==> config.mk <==
export PLATFORM = sky130hd
export DESIGN_NAME = ciw_top
export DESIGN_NICKNAME = d
export VERILOG_FILES = /design/src/design/ciw_pkg.sv /design/src/design/ciw_top.sv
export SDC_FILE = /design/constraint.sdc
export NUM_CORES = 1
export LEC_CHECK = 0
export BUFFER_PORTS_ARGS = -buffer_cell sky130_fd_sc_hd__buf_2
export CORE_MARGIN = 10
export CORE_UTILIZATION = 58
export CTS_BUF_LIST = sky130_fd_sc_hd__clkbuf_16
export DETAILED_ROUTE_END_ITERATION = 6
export PLACE_DENSITY = 0.82
export SYNTH_ARGS = -nofsm -noshare
export SYNTH_HDL_FRONTEND = slang
export SYNTH_SLANG_ARGS = --single-unit
==> constraint.sdc <==
create_clock -name CLK_I -period 4.8 [get_ports CLK_I]
set_clock_uncertainty 0.15 [all_clocks]
set_input_delay 0 -clock CLK_I [delete_from_list [all_inputs] [get_ports CLK_I]]
set_output_delay 0 -clock CLK_I [all_outputs]
set_load 0.03 [all_outputs]
==> src/design/ciw_pkg.sv <==
// Constants, register map and period table for the link idle watchdog.
// Assumes a 25 MHz system clock and a 32-bit AXI4-Lite register bus.
package ciw_pkg;

  localparam int unsigned CLK_HZ      = 25_000_000;
  localparam int unsigned TICK_HZ     = 4_000;
  localparam int unsigned TICK_CYCLES = CLK_HZ / TICK_HZ;
  localparam int unsigned MS_PER_S    = 1_000;

  // Register indices; the byte address is four times the index.
  localparam logic [7:0]  IDX_CONFIG  = 8'h28;
  localparam logic [7:0]  IDX_COUNTER = 8'h29;
  localparam logic [7:0]  IDX_CONTROL = 8'h30;
  localparam logic [7:0]  IDX_STATUS  = 8'h31;
  localparam logic [7:0]  IDX_MASK    = 8'h32;

  // Config fields.
  localparam int unsigned PD_LSB      = 4;
  localparam int unsigned FLT_LSB     = 0;
  localparam int unsigned PER_W       = 4;
  localparam int unsigned CNT_W       = 24;
  localparam logic [7:0]  CONFIG_RST  = 8'h00;
  localparam logic [CNT_W-1:0] CNT_RST = 24'h000000;
  localparam logic [CNT_W-1:0] CNT_MAX = 24'hFFFFFF;

  // Status, mask and control bits.
  localparam int unsigned ST_SILENCE  = 0;
  localparam int unsigned ST_SHUTDOWN = 1;
  localparam int unsigned ST_W        = 2;
  localparam int unsigned CTL_INHIBIT = 0;

  localparam logic [1:0] RESP_OKAY    = 2'h0;
  localparam logic [1:0] RESP_SLVERR  = 2'h2;

  // Period per code in milliseconds; 0 and reserved codes are disabled.
  localparam int unsigned PERIOD_MS [16] = '{
    0, 100, 500, 1_000, 2_000, 5_000, 10_000, 30_000, 60_000,
    120_000, 300_000, 600_000, 1_800_000, 3_600_000, 0, 0};

  function automatic logic [CNT_W-1:0] period_ticks(
    input logic [PER_W-1:0] code
  );
    int unsigned t;
    t = PERIOD_MS[code] * (TICK_HZ / MS_PER_S);
    return t[CNT_W-1:0];
  endfunction : period_ticks

endpackage : ciw_pkg

==> src/design/ciw_top.sv <==
// Link idle watchdog: idle counter, fault and power-down thresholds, regs.
// Assumes frame_valid and power-off requests come from logic on CLK_I.
//
// The AXI4-Lite interface to the registers was decided locally.
`timescale 1ns/1ps
module ciw_top #(
  parameter int unsigned TICK_CYCLES = ciw_pkg::TICK_CYCLES
) (
  input  wire logic        CLK_I,
  input  wire logic        RST_N_I,
  input  wire logic        FRAME_VALID_I,
  input  wire logic        POWER_OFF_REQ_I,
  output logic             POWER_DOWN_O,
  output logic             IRQ_O,
  input  wire logic [9:0]  S_AXI_AWADDR,
  input  wire logic        S_AXI_AWVALID,
  output logic             S_AXI_AWREADY,
  input  wire logic [31:0] S_AXI_WDATA,
  input  wire logic [3:0]  S_AXI_WSTRB,
  input  wire logic        S_AXI_WVALID,
  output logic             S_AXI_WREADY,
  output logic [1:0]       S_AXI_BRESP,
  output logic             S_AXI_BVALID,
  input  wire logic        S_AXI_BREADY,
  input  wire logic [9:0]  S_AXI_ARADDR,
  input  wire logic        S_AXI_ARVALID,
  output logic             S_AXI_ARREADY,
  output logic [31:0]      S_AXI_RDATA,
  output logic [1:0]       S_AXI_RRESP,
  output logic             S_AXI_RVALID,
  input  wire logic        S_AXI_RREADY
);

  localparam int unsigned CW = ciw_pkg::CNT_W;
  localparam int unsigned SW = ciw_pkg::ST_W;

  typedef struct packed {
    logic [15:0]   presc;
    logic [CW-1:0] count;
    logic [7:0]    config_v;
    logic          inhibit;
    logic [SW-1:0] status;
    logic [SW-1:0] mask;
    logic          power_down;
    logic          bvalid;
    logic [1:0]    bresp;
    logic          rvalid;
    logic [1:0]    rresp;
    logic [31:0]   rdata;
  } ciw_state_s;

  ciw_state_s st_reg;
  ciw_state_s st_next;
  logic       rst_meta_reg;
  logic       rst_sync_reg;

  // Reset enters asynchronously but is released through two flip-flops.
  always_ff @(posedge CLK_I or negedge RST_N_I) begin
    if (!RST_N_I) begin
      rst_meta_reg <= 1'b0;
      rst_sync_reg <= 1'b0;
    end else begin
      rst_meta_reg <= 1'b1;
      rst_sync_reg <= rst_meta_reg;
    end
  end

  logic          wr_fire;
  logic          rd_fire;
  logic [7:0]    wr_idx;
  logic [7:0]    rd_idx;
  logic          tick;
  logic [CW-1:0] pd_ticks;
  logic [CW-1:0] flt_ticks;
  logic          pd_hit;
  logic          flt_hit;
  logic [SW-1:0] st_set;

  // Write address and data are taken together, one write at a time.
  // Nothing is taken while the internal reset copy is still low, so a
  // request offered too early is simply left waiting instead of lost.
  assign wr_fire       = rst_sync_reg && S_AXI_AWVALID && S_AXI_WVALID
                         && !st_reg.bvalid;
  assign S_AXI_AWREADY = wr_fire;
  assign S_AXI_WREADY  = wr_fire;
  assign rd_fire       = rst_sync_reg && S_AXI_ARVALID && !st_reg.rvalid;
  assign S_AXI_ARREADY = rd_fire;
  assign wr_idx        = S_AXI_AWADDR[9:2];
  assign rd_idx        = S_AXI_ARADDR[9:2];

  assign tick = (st_reg.presc == 16'(TICK_CYCLES - 1));

  assign pd_ticks  = ciw_pkg::period_ticks(
    st_reg.config_v[ciw_pkg::PD_LSB +: ciw_pkg::PER_W]);
  assign flt_ticks = ciw_pkg::period_ticks(
    st_reg.config_v[ciw_pkg::FLT_LSB +: ciw_pkg::PER_W]);

  assign pd_hit  = (pd_ticks != ciw_pkg::CNT_RST)
                   && (st_reg.count >= pd_ticks);
  assign flt_hit = (flt_ticks != ciw_pkg::CNT_RST)
                   && (st_reg.count >= flt_ticks);

  always_comb begin
    st_set = '0;
    st_set[ciw_pkg::ST_SILENCE]  = flt_hit;
    st_set[ciw_pkg::ST_SHUTDOWN] = pd_hit || POWER_OFF_REQ_I;
  end

  always_comb begin
    st_next = st_reg;
    st_next.presc = tick ? 16'h0000 : st_reg.presc + 16'h0001;

    if (FRAME_VALID_I && !st_reg.inhibit) begin
      st_next.count = ciw_pkg::CNT_RST;
    end else if (tick && st_reg.count != ciw_pkg::CNT_MAX) begin
      st_next.count = st_reg.count + 24'h000001;
    end

    if (pd_hit || POWER_OFF_REQ_I) begin
      st_next.power_down = 1'b1;
    end

    if (S_AXI_BVALID && S_AXI_BREADY) begin
      st_next.bvalid = 1'b0;
    end
    if (st_reg.rvalid && S_AXI_RREADY) begin
      st_next.rvalid = 1'b0;
    end

    st_next.status = st_reg.status | st_set;
    if (wr_fire) begin
      st_next.bvalid = 1'b1;
      st_next.bresp  = ciw_pkg::RESP_OKAY;
      case (wr_idx)
        ciw_pkg::IDX_CONFIG: begin
          if (S_AXI_WSTRB[0]) begin
            st_next.config_v = S_AXI_WDATA[7:0];
          end
        end
        ciw_pkg::IDX_COUNTER: begin
          for (int b = 0; b < 3; b++) begin
            if (S_AXI_WSTRB[b]) begin
              st_next.count[b*8 +: 8] = S_AXI_WDATA[b*8 +: 8];
            end
          end
        end
        ciw_pkg::IDX_CONTROL: begin
          if (S_AXI_WSTRB[0]) begin
            st_next.inhibit = S_AXI_WDATA[ciw_pkg::CTL_INHIBIT];
          end
        end
        ciw_pkg::IDX_STATUS: begin
          // Write one clears, but a new event in the same cycle wins.
          if (S_AXI_WSTRB[0]) begin
            st_next.status = (st_reg.status & ~S_AXI_WDATA[SW-1:0])
                             | st_set;
          end
        end
        ciw_pkg::IDX_MASK: begin
          if (S_AXI_WSTRB[0]) begin
            st_next.mask = S_AXI_WDATA[SW-1:0];
          end
        end
        default: begin
          st_next.bresp = ciw_pkg::RESP_SLVERR;
        end
      endcase
    end

    if (rd_fire) begin
      st_next.rvalid = 1'b1;
      st_next.rresp  = ciw_pkg::RESP_OKAY;
      st_next.rdata  = 32'h00000000;
      case (rd_idx)
        ciw_pkg::IDX_CONFIG: begin
          st_next.rdata[7:0] = st_reg.config_v;
        end
        ciw_pkg::IDX_COUNTER: begin
          st_next.rdata[CW-1:0] = st_reg.count;
        end
        ciw_pkg::IDX_CONTROL: begin
          st_next.rdata[ciw_pkg::CTL_INHIBIT] = st_reg.inhibit;
        end
        ciw_pkg::IDX_STATUS: begin
          st_next.rdata[SW-1:0] = st_reg.status;
        end
        ciw_pkg::IDX_MASK: begin
          st_next.rdata[SW-1:0] = st_reg.mask;
        end
        default: begin
          st_next.rresp = ciw_pkg::RESP_SLVERR;
        end
      endcase
    end
  end

  always_ff @(posedge CLK_I or negedge rst_sync_reg) begin
    if (!rst_sync_reg) begin
      st_reg            <= '0;
      st_reg.config_v   <= ciw_pkg::CONFIG_RST;
      st_reg.count      <= ciw_pkg::CNT_RST;
    end else begin
      st_reg <= st_next;
    end
  end

  assign POWER_DOWN_O = st_reg.power_down;
  assign IRQ_O        = |(st_reg.status & st_reg.mask);
  assign S_AXI_BVALID = st_reg.bvalid;
  assign S_AXI_BRESP  = st_reg.bresp;
  assign S_AXI_RVALID = st_reg.rvalid;
  assign S_AXI_RRESP  = st_reg.rresp;
  assign S_AXI_RDATA  = st_reg.rdata;

endmodule : ciw_top

### Word level (Yosys, flattened, before mapping)

Memories as Yosys holds them, arrays and structs flattened.
Index checks and enable logic that the tools add are counted.

| word-level totals | value |
|---|---|
| flip-flop bits (word level) | 86 |
| ROM bits | 1,024 |
| input port bits | 65 |
| output and inout port bits | 43 |
| word-level logic and storage cells | 96 |
| memories kept | 2 |

Memories:

| name | words | width | read ports | clocked after memory_dff | wr ports | RTL line | source |
|---|---|---|---|---|---|---|---|
| (no name shown) | 16 | 32 | 1 | 0 | 0 | ciw_pkg.sv:44 | `t = PERIOD_MS[code] * (TICK_HZ / MS_PER_S);` |
| (no name shown) | 16 | 32 | 1 | 0 | 0 | ciw_pkg.sv:44 |  |

| cells by class | value |
|---|---|
| add/subtract/negate cells | 2 |
| magnitude comparators | 4 |
| equal/unequal tests | 12 |
| muxes and demuxes | 30 |
| bitwise operators | 7 |
| reduce and logical (&&, ||, !) cells | 25 |

Operators by type and width:

| kind | count |
|---|---|
| two-way mux 22 bit | 4 |
| == test 8 x 6 -> 1 bit (second input constant) | 10 |
| two-way mux 24 bit | 3 |
| >= comparator 24 bit | 2 |
| nonzero test 24 bit | 2 |
| two-way mux 8 bit | 5 |
| two-way mux 37 bit | 1 |
| two-way mux 35 bit | 1 |
| two-way mux 16 bit | 2 |
| adder 24 x 1 -> 24 bit (second input constant) | 1 |
| inequality test 24 bit (second input constant) | 1 |
| adder 16 x 1 -> 16 bit (second input constant) | 1 |
| == test 16 x 13 -> 1 bit (second input constant) | 1 |
| two-way mux 2 bit | 6 |
| case mux 6 bit (2 select lines) | 1 |
| logical AND 1 bit | 11 |
| >= comparator 5 bit (second input constant) | 2 |
| inverter 4 -> 5 bit | 2 |
| OR reduction 5 bit | 2 |
| AND reduction 3 bit | 3 |
| case mux 1 bit (5 select lines) | 1 |
| AND 2 bit | 2 |
| two-way mux 1 bit | 4 |
| bitwise OR 2 bit | 2 |
| other kinds (7) | 10 |

### Depth between registers and ports, before layout

Gate-level depths: netlist of run 1.

| depth | value |
|---|---|
| depth after elaboration | 11 |
| mapped depth | 12 |
| mapped depth without buffers | 11 |

### Worst setup path after synthesis of run 1

No wires, ideal clock.

| timing | value |
|---|---|
| path kind | reg2reg |
| from | register rst_sync_reg |
| to | register st_reg[39] (netlist name) |
| setup time | 0.125 ns |
| arrival | 4.028 ns |
| setup slack | 0.497 ns |
| cell stages (with the launch flop) | 6 |
| path buffers | 0 |
| period minus slack after synthesis | 4.303 ns |
| cell sequence | dfrtp_1 -> nand4_1 -> inv_1 -> nand2_1 -> nor4b_1 -> mux2_2 |

| between the ends | value |
|---|---|
| cells in the longest elaborated chain, start to end | 4 |

RTL lines:

| element | RTL line | source |
|---|---|---|
| start, declared | ciw_top.sv:55 | `logic rst_sync_reg;` |
| start signal, assigned | ciw_top.sv:64 | `rst_sync_reg <= rst_meta_reg;` |
| logical AND 1 bit (2 in series) | ciw_top.sv:82 | `assign wr_fire = rst_sync_reg && S_AXI_AWVALID && S_AXI_WVALID` |
| logical AND 1 bit | ciw_top.sv:83 | `&& !st_reg.bvalid;` |
| via S_AXI_AWREADY | ciw_top.sv:17 | `output logic S_AXI_AWREADY,` |
| AND reduction 3 bit (no source line) | n/a |  |
| end signal, assigned | ciw_top.sv:203 | `st_reg <= st_next;` |
| end, declared | ciw_top.sv:52 | `ciw_state_s st_reg;` |

The timed path passes the listed nets, and every way through them passes these cells.
A chain may end at the register's enable or synchronous reset.

### Worst setup path in the final report of run 1

| timing | value |
|---|---|
| from | register st_reg[50] (netlist name) |
| to | register st_reg, in the netlist POWER_DOWN_O |

| between the ends | value |
|---|---|
| cells in the longest elaborated chain, start to end | 7 |
| elaborated cells between the ends (all ways) | 8 |
| those cells by class | order compare: 1; mux: 2; bitwise: 1; reduce/logical: 3; memory: 1 |

RTL lines:

| element | RTL line | source |
|---|---|---|
| inverter 4 -> 5 bit (not written as such) (*) | ciw_pkg.sv:44 |  |
| memory (16 x 32 bit) (*) | n/a |  |
| two-way mux 22 bit (not written as such) (*) (2 in series) | ciw_pkg.sv:44 |  |
| >= comparator 24 bit / nonzero test 24 bit (equally long branches) | ciw_top.sv:99, ciw_top.sv:98 |  |
| logical AND 1 bit (*) | ciw_top.sv:99 | `&& (st_reg.count >= pd_ticks);` |
| logical OR 1 bit (*) | ciw_top.sv:119 | `if (pd_hit \|\| POWER_OFF_REQ_I) begin` |

Every way passes the cells marked *; elsewhere a longest branch is shown, timed or not. The select of a mux whose other input is x is not followed.

==> out/results.txt, run 1 <==
initial antenna violation count: 1
Total GRT Usage: 0.2151
GR Util met3: 0.03915
clock root buffer: clkbuf_16
Max Transition Viols Final: 0
HPWL after detailed placement: 12150 µm
Main synth FF type: dfrtp_1
wire length per cell: 18.15 µm
post-synth top area share: 0.3318
met1 Track Usage GR: 0.2481
critical path peak fanout: 26
Iteration-0 DRC Markers: 589
total gr overflow: 0
CP arrival: 3.53 ns
RSZ-0062 raised after global routing: false
Vias: 5554
fin crit period: 3.447 ns
sequential group share of total power: 0.446
Die X: 124.5 µm
# rows: 38
Worst Hold End: S_AXI_BRESP[1]
worst skew pair latency: 0.35 ns
Least-Margin Pin Slew: 0.9771 ns
CP most frequent cell: ha_1
post-layout util: 0.6841
# fillers: 810
Int Pwr: 1.234 mW
die area: 15510 µm²
power density over cell area: 222.0 nW/µm²
Post-Syn Area per Cell: 9.052 µm²
Clk pwr share: 0.466
FF-to-FF Start: st_reg[50]
Ports: 108
post-route ant nets: 0
met2 Usage GRT: 0.3821
synth warn: 0
Die Ht: 124.5 µm
worst-path cell chain: inv_1 -> ha_1 -> nor2b_1 -> a31oi_1 -> ha_1 -> and4_1 -> a221oi_1 -> o21ai_0 -> o211a_1 -> o21ai_2 -> nand2b_1
RePlAce Congestion: 0.9432
Most Crowded Layer GR: met2
Worst Path Required: 4.88 ns
Switching Share: 0.2436
Yosys reg bits: 84
max_cap viols: 0
critical path startpoint category: register
Post-synth EDFFs: 0
drt pass-1 iters: 5
worst reg2reg setup slack: 1.35 ns
Reg-to-Reg End: POWER_DOWN_O
logic gate share of total power: 0.089
CTS tree: yes
Setup CP Type: reg2reg
Synth area leader: dfrtp_1
WHS Path Cells: 4
Slowest-stage cell, CP: dfrtp_1
synthesized instance count: 700
H-tree Lvls: 3
largest net degree at the start of global routing: 46
register area share after synthesis: 0.3318
Total Nets Final: 919
Max Freq: 0.2901 GHz
Port Buffers: 84
routed wire length: 16990 µm
outcome: completed
TritonCTS Buffers: 9
clock transition at the registers of the reported paths: 0.07 ns
Mapped Area: 6336 µm²
CP max stage delay: 0.86 ns
max reg flops: 53
Hold Startpoint: S_AXI_AWADDR[6]
Final Cell Area: 7351 µm²
Bufs on Longest Clock Path: 2
Worst Hold Class: in2reg
Worst slew margin: 0.3436
Starting Density: 0.5897
Peak VDD IR: 0.0001798 V
post-synthesis to final-layout area growth: 16.02%
count of unique library cells instantiated by Yosys: 65
Core Region: 10750 µm²
Sw Pwr: 0.3975 mW
Final Hold Vio Count: 0
post-CTS sizing: 0
Leak: 3.484 nW
setup TNS: 0 ns
cell count of the worst reg-to-reg path: 11
Via density: 5.934
crit path from: st_reg[50]
share of layout cells above drive strength 1: 0.1862
asr flop ratio synth: 1.000
Clock Sinks: 84
DRC viols: 0
Final period util: 0.7182
Synth area leaders: dfrtp_1 (33%), ha_1 (13%), nand2_1 (6.5%)
first-pass GRT wire length: 28270 µm
setup violators final: 0
Crit. End Element: register
DP Area: 6585 µm²
number of global-route vias before repair: 5689
cells in the mapped netlist (6+ instances only):
cell	n
xor2_1	17
clkbuf_1	9
dfrtp_1	84
inv_1	22
nor2b_1	11
a21oi_1	19
nand3b_1	6
nand2_1	109
a22oi_1	9
nand3_1	35
mux2i_1	9
xnor2_1	20
buf_2	10
buf_4	37
nand4_1	22
mux2_2	14
o21ai_1	18
and4_1	11
ha_1	64
o21ai_0	37
nor2_1	33
final cells by class:
| type | count | area, µm² | area share |
|---|---|---|---|
| multi-input combinational | 539 | 3764 | 0.5120 |
| sequential | 84 | 2106 | 0.2865 |
| timing repair buffer | 132 | 890.9 | 0.1212 |
| clock buffer | 9 | 225.2 | 0.03064 |
| tap | 140 | 175.2 | 0.02383 |
| clock inverter | 7 | 97.59 | 0.01328 |
| inverter | 24 | 90.09 | 0.01226 |
| antenna | 1 | 2.502 | 0.0003404 |
worst max-delay path: cells and delay by family (launching register included):
| family | cells | cell delay (ns) |
|---|---|---|
| compound gates | 5 | 1.08 |
| flops | 1 | 0.86 |
| fa+ha+maj | 2 | 0.62 |
| simple gates | 3 | 0.43 |
| buf+inv | 1 | 0.19 |
how the worst max path moves through the flow:
| stage | end |
|---|---|
| after floorplan | st_reg[39] |
| after global placement | POWER_DOWN_O |
| after global routing | POWER_DOWN_O |
| after detailed placement | st_reg[42] |
| final | POWER_DOWN_O |
| after CTS | POWER_DOWN_O |
per-stage QoR:
step	hold WS [ns]	worst slack [ns]	cells	power, mW
floorplan	-0.4456	0.4974	709	0.8218
global placement	-0.3651	1.536	875	0.8553
detailed placement	-0.3630	1.416	875	0.8595
CTS	0.004534	1.426	935	1.635
global route	0.04048	1.214	936	1.682
finish	0.01628	1.353	936	1.632
layer usage:
metal	wire (µm)	up-vias
li1	-	2623
met1	6794	2689
met2	8755	196
met3	929	46
met4	507	0
met5	0	-
power by group through the flow:
stage,Clock [mW],Sequential [mW],Combinational [mW]
5_1_grt,0.796,0.730,0.157
6_report,0.760,0.728,0.145
2_1_floorplan,0,0.744,0.0778
3_5_place_dp,0,0.741,0.118
4_1_cts,0.764,0.728,0.142
3_3_place_gp,0,0.740,0.115
cell usage in the layout, fill, tap and decap left out, types with 3 or more instances in the layout:
cell and instances:
nand2_1 109, buf_2 84, dfrtp_1 83, ha_1 64, dlygate4sd3_1 44, o21ai_0 37, nand3_1 35, nor2_1 33
inv_1 22, nand4_1 22, xnor2_1 20, a21oi_1 19, o21ai_1 18, xor2_1 17, mux2_2 14, nor2b_1 11
and4_1 11, conb_1 11, mux2i_1 9, a22oi_1 9, clkbuf_16 9, nand3b_1 6, and2_1 5, nand2b_1 5
and3_1 5, nor3_2 5, o31ai_1 5, a31oi_1 5, o211ai_1 5, or2_2 4, nor4_1 4, a221oi_1 4
nor3_1 4, buf_4 4, nor4_4 3, a211oi_1 3
what timing repair did:
item	4_1_cts	5_1_grt
hold buffers	44	0
buffers inserted	0	0
setup endpoints to repair	0	0
endpoints found under the hold margin	43	0
cell families (layout without fill, tap and decap cells):
group,Yosys count,count (layout),share of synthesized area
xor gates and xnor gates,37,37,0.05115
other,2,12,0.001185
DFF,84,84,0.3318
muxes,25,25,0.04680
adders and majority gates,64,64,0.1264
and+or+nand+nor,280,280,0.2409
AOI/OAI and AO/OA,122,122,0.1222
buffers and inverters,86,172,0.07958
No activity file was read; power rests on OpenSTA's default activity.
==> inputs of run 2 (changes only) <==
- clock period: 4.8 -> 3.3 ns (I/O delays scaled with it)
==> run 2 against run 1 <==
  * The run now ends with design-rule violations, negative hold slack left
  * Core utilization is 1.3 points higher
  * Sequential share of layout area is 0.53 points lower
  * Critical path depth rose by 1
  * Largest cell class unchanged
==> out/results.txt, run 2 (synthesized netlist as in run 1, its figures left out) <==
largest net degree at the start of global routing: 47 (+2.2%)
wire length per cell: 18.63 µm (+2.7%)
first-pass GRT wire length: 29110 µm (+3.0%)
Peak VDD IR: 0.0002305 V (+28%)
initial antenna violation count: 1 (unchanged)
die area: 15510 µm² (unchanged)
Setup CP Type: reg2reg
Core Region: 10750 µm² (unchanged)
fin crit period: 3.047 ns (-0.4002 ns)
Worst Hold Class: in2reg
power density over cell area: 304.9 nW/µm² (+37%)
Hold Startpoint: S_AXI_AWVALID
Worst Path Required: 3.37 ns (-1.51 ns)
DP Area: 6638 µm² (+0.80%)
WHS Path Cells: 4 (unchanged)
Vias: 5676 (+2.2%)
Max Freq: 0.3282 GHz (+13%)
CTS tree: yes
# fillers: 828 (+2.2%)
CP arrival: 3.12 ns (-0.41 ns)
WHS: -0.0008539 ns (-0.01713 ns)
crit-path leading delay family: compound AO/OA/AOI/OAI gates
routed wire length: 17780 µm (+4.6%)
critical path startpoint category: register
failing checks: design-rule violations, negative hold slack
drt pass-1 iters: 7 (+2)
Port Buffers: 84 (unchanged)
Final period util: 0.9233 (+0.2052)
DRC viols: 1 (+1)
H-tree Lvls: 3 (unchanged)
Max Transition Viols Final: 0 (unchanged)
most common cell after layout, fill and taps aside: nand2_1
Sw Pwr: 0.5704 mW (+44%)
Final Hold Vio Count: 1 (+1)
worst path buffer plus inverter count: 2 (+1)
Total GRT Usage: 0.2258 (+0.01074)
Clock Sinks: 84 (unchanged)
outcome: finished, violations left
worst reg2reg setup slack: 0.25 ns (-1.10 ns)
worst skew pair latency: 0.34 ns (about the same)
setup TNS: 0 ns (unchanged)
clock root buffer: clkbuf_16
post-route ant nets: 0 (unchanged)
Via density: 5.950 (+0.27%)
Iteration-0 DRC Markers: 574 (-2.5%)
sequential group share of total power: 0.458 (+0.012)
commonest non-fill, non-tap cells in the layout: nand2_1 (109), buf_2 (84), dfrtp_1 (82)
Bufs on Longest Clock Path: 2 (unchanged)
Worst Hold End: S_AXI_BRESP[1]
Die Ht: 124.5 µm (unchanged)
Final Cell Area: 7493 µm² (+1.9%)
Slowest-stage cell, CP: dfrtp_2
Crit. End Element: register
HPWL after detailed placement: 12260 µm (+0.94%)
Int Pwr: 1.715 mW (+39%)
max reg flops: 53 (unchanged)
TritonCTS Buffers: 9 (unchanged)
Die X: 124.5 µm (unchanged)
Leak: 3.526 nW (+1.2%)
Switching Share: 0.2496 (+0.006039)
Total Nets Final: 938 (+2.1%)
CP most frequent cell: ha_1
postcts setup bufs: 0 (unchanged)
RSZ-0062 raised after global routing: false
Worst slew margin: 0.3975 (+0.05391)
Sequential Area: 2107 µm² (about the same)
Ports: 108 (unchanged)
# rows: 38 (unchanged)
total gr overflow: 0 (unchanged)
multi-input logic area: 3764 µm² (unchanged)
cell count of the worst reg-to-reg path: 12 (+1)
post-synthesis to final-layout area growth: 18.27%
clock transition at the registers of the reported paths: 0.06 ns (about the same)
Reg-to-Reg End: POWER_DOWN_O
Clk pwr share: 0.443 (-0.023)
max_cap viols: 0 (unchanged)
CP max stage delay: 0.48 ns (-0.38 ns)
setup violators final: 0 (unchanged)
FF-to-FF Start: st_reg[48]
RePlAce Congestion: 0.8956 (-5.0%)
number of global-route vias before repair: 5767 (+1.4%)
logic gate share of total power: 0.099 (+0.010)
worst-path cell chain: buf_4 -> inv_1 -> ha_1 -> mux2i_1 -> mux2_2 -> ha_1 -> and4_1 -> a221oi_1 -> o21ai_0 -> o211a_1 -> o21ai_2 -> nand2b_1
critical path peak fanout: 9 (-65%)
share of layout cells above drive strength 1: 0.1894 (+0.003258)
Starting Density: 0.5897 (unchanged)
Least-Margin Pin Slew: 0.8969 ns (-0.08025 ns)
-- run 2: per-stage QoR --
stage / power, mW / util / worst slack, ns / instances / hold WS, ns
floorplan: 1.196 / - / 0.4151 / 709 / -0.4456
global placement: 1.246 / 0.6177 / 0.2965 / 882 / -0.3653
detailed placement: 1.252 / 0.6177 / 0.2389 / 882 / -0.3622
CTS: 2.287 / 0.6970 / 0.1960 / 953 / 0.006030
global route: 2.356 / 0.6974 / 0.05545 / 954 / 0.04416
finish: 2.285 / 0.6974 / 0.2530 / 954 / -0.0008539
-- run 2: timing repair --
action,CTS,global route
resized for setup,0,1
hold buffers,56,0
hold endpoints to repair,43,0
endpoints found under the setup margin,0,1
-- run 2: power by group through the flow --
stage          registers (mW)  logic (mW)  clock network, mW
3_3_place_gp             1.07       0.181                  0
5_1_grt                  1.05       0.246               1.06
3_5_place_dp             1.07       0.186                  0
4_1_cts                  1.05       0.224               1.02
2_1_floorplan            1.08       0.113                  0
6_report                 1.05       0.226               1.01
-- run 2: layout make-up --
type	count	share of cell area
antenna	1	0.0003339
clock buffer	9	0.03006
clock inverter	6	0.008850
inverter	24	0.01202
multi-input combinational	539	0.5023
sequential	84	0.2812
tap	140	0.02338
timing repair buffer	151	0.1419
-- run 2: worst max-delay path by stage --
stage          startpoint            to  slack [ns]  cells after the start
5_1_grt        st_reg[48]  POWER_DOWN_O        0.06                     12
2_1_floorplan  st_reg[49]  POWER_DOWN_O        0.42                     11
6_report       st_reg[48]  POWER_DOWN_O        0.25                     12
4_1_cts        st_reg[48]  POWER_DOWN_O        0.20                     12
3_3_place_gp   st_reg[48]  POWER_DOWN_O        0.30                     12
3_5_place_dp   st_reg[48]  POWER_DOWN_O        0.24                     12
-- run 2: layer usage --
| metal | vias up | routed length (µm) | share of wire | track usage |
|---|---|---|---|---|
| met3 | 56 | 1082 | 0.061 | 0.03319 |
| met4 | 0 | 581 | 0.033 | 0.1227 |
| met5 | - | 0 | 0 | 0 |
| li1 | 2663 | - | - | - |
| met2 | 237 | 9233 | 0.52 | 0.3995 |
| met1 | 2720 | 6878 | 0.39 | 0.2550 |
-- run 2: tightest hold or removal path, delay by kind of cell --
family / cells / cell delay [ns]
simple gates: 2 / 0.29
compound gates: 1 / 0.07
buf+inv: 1 / 0.10
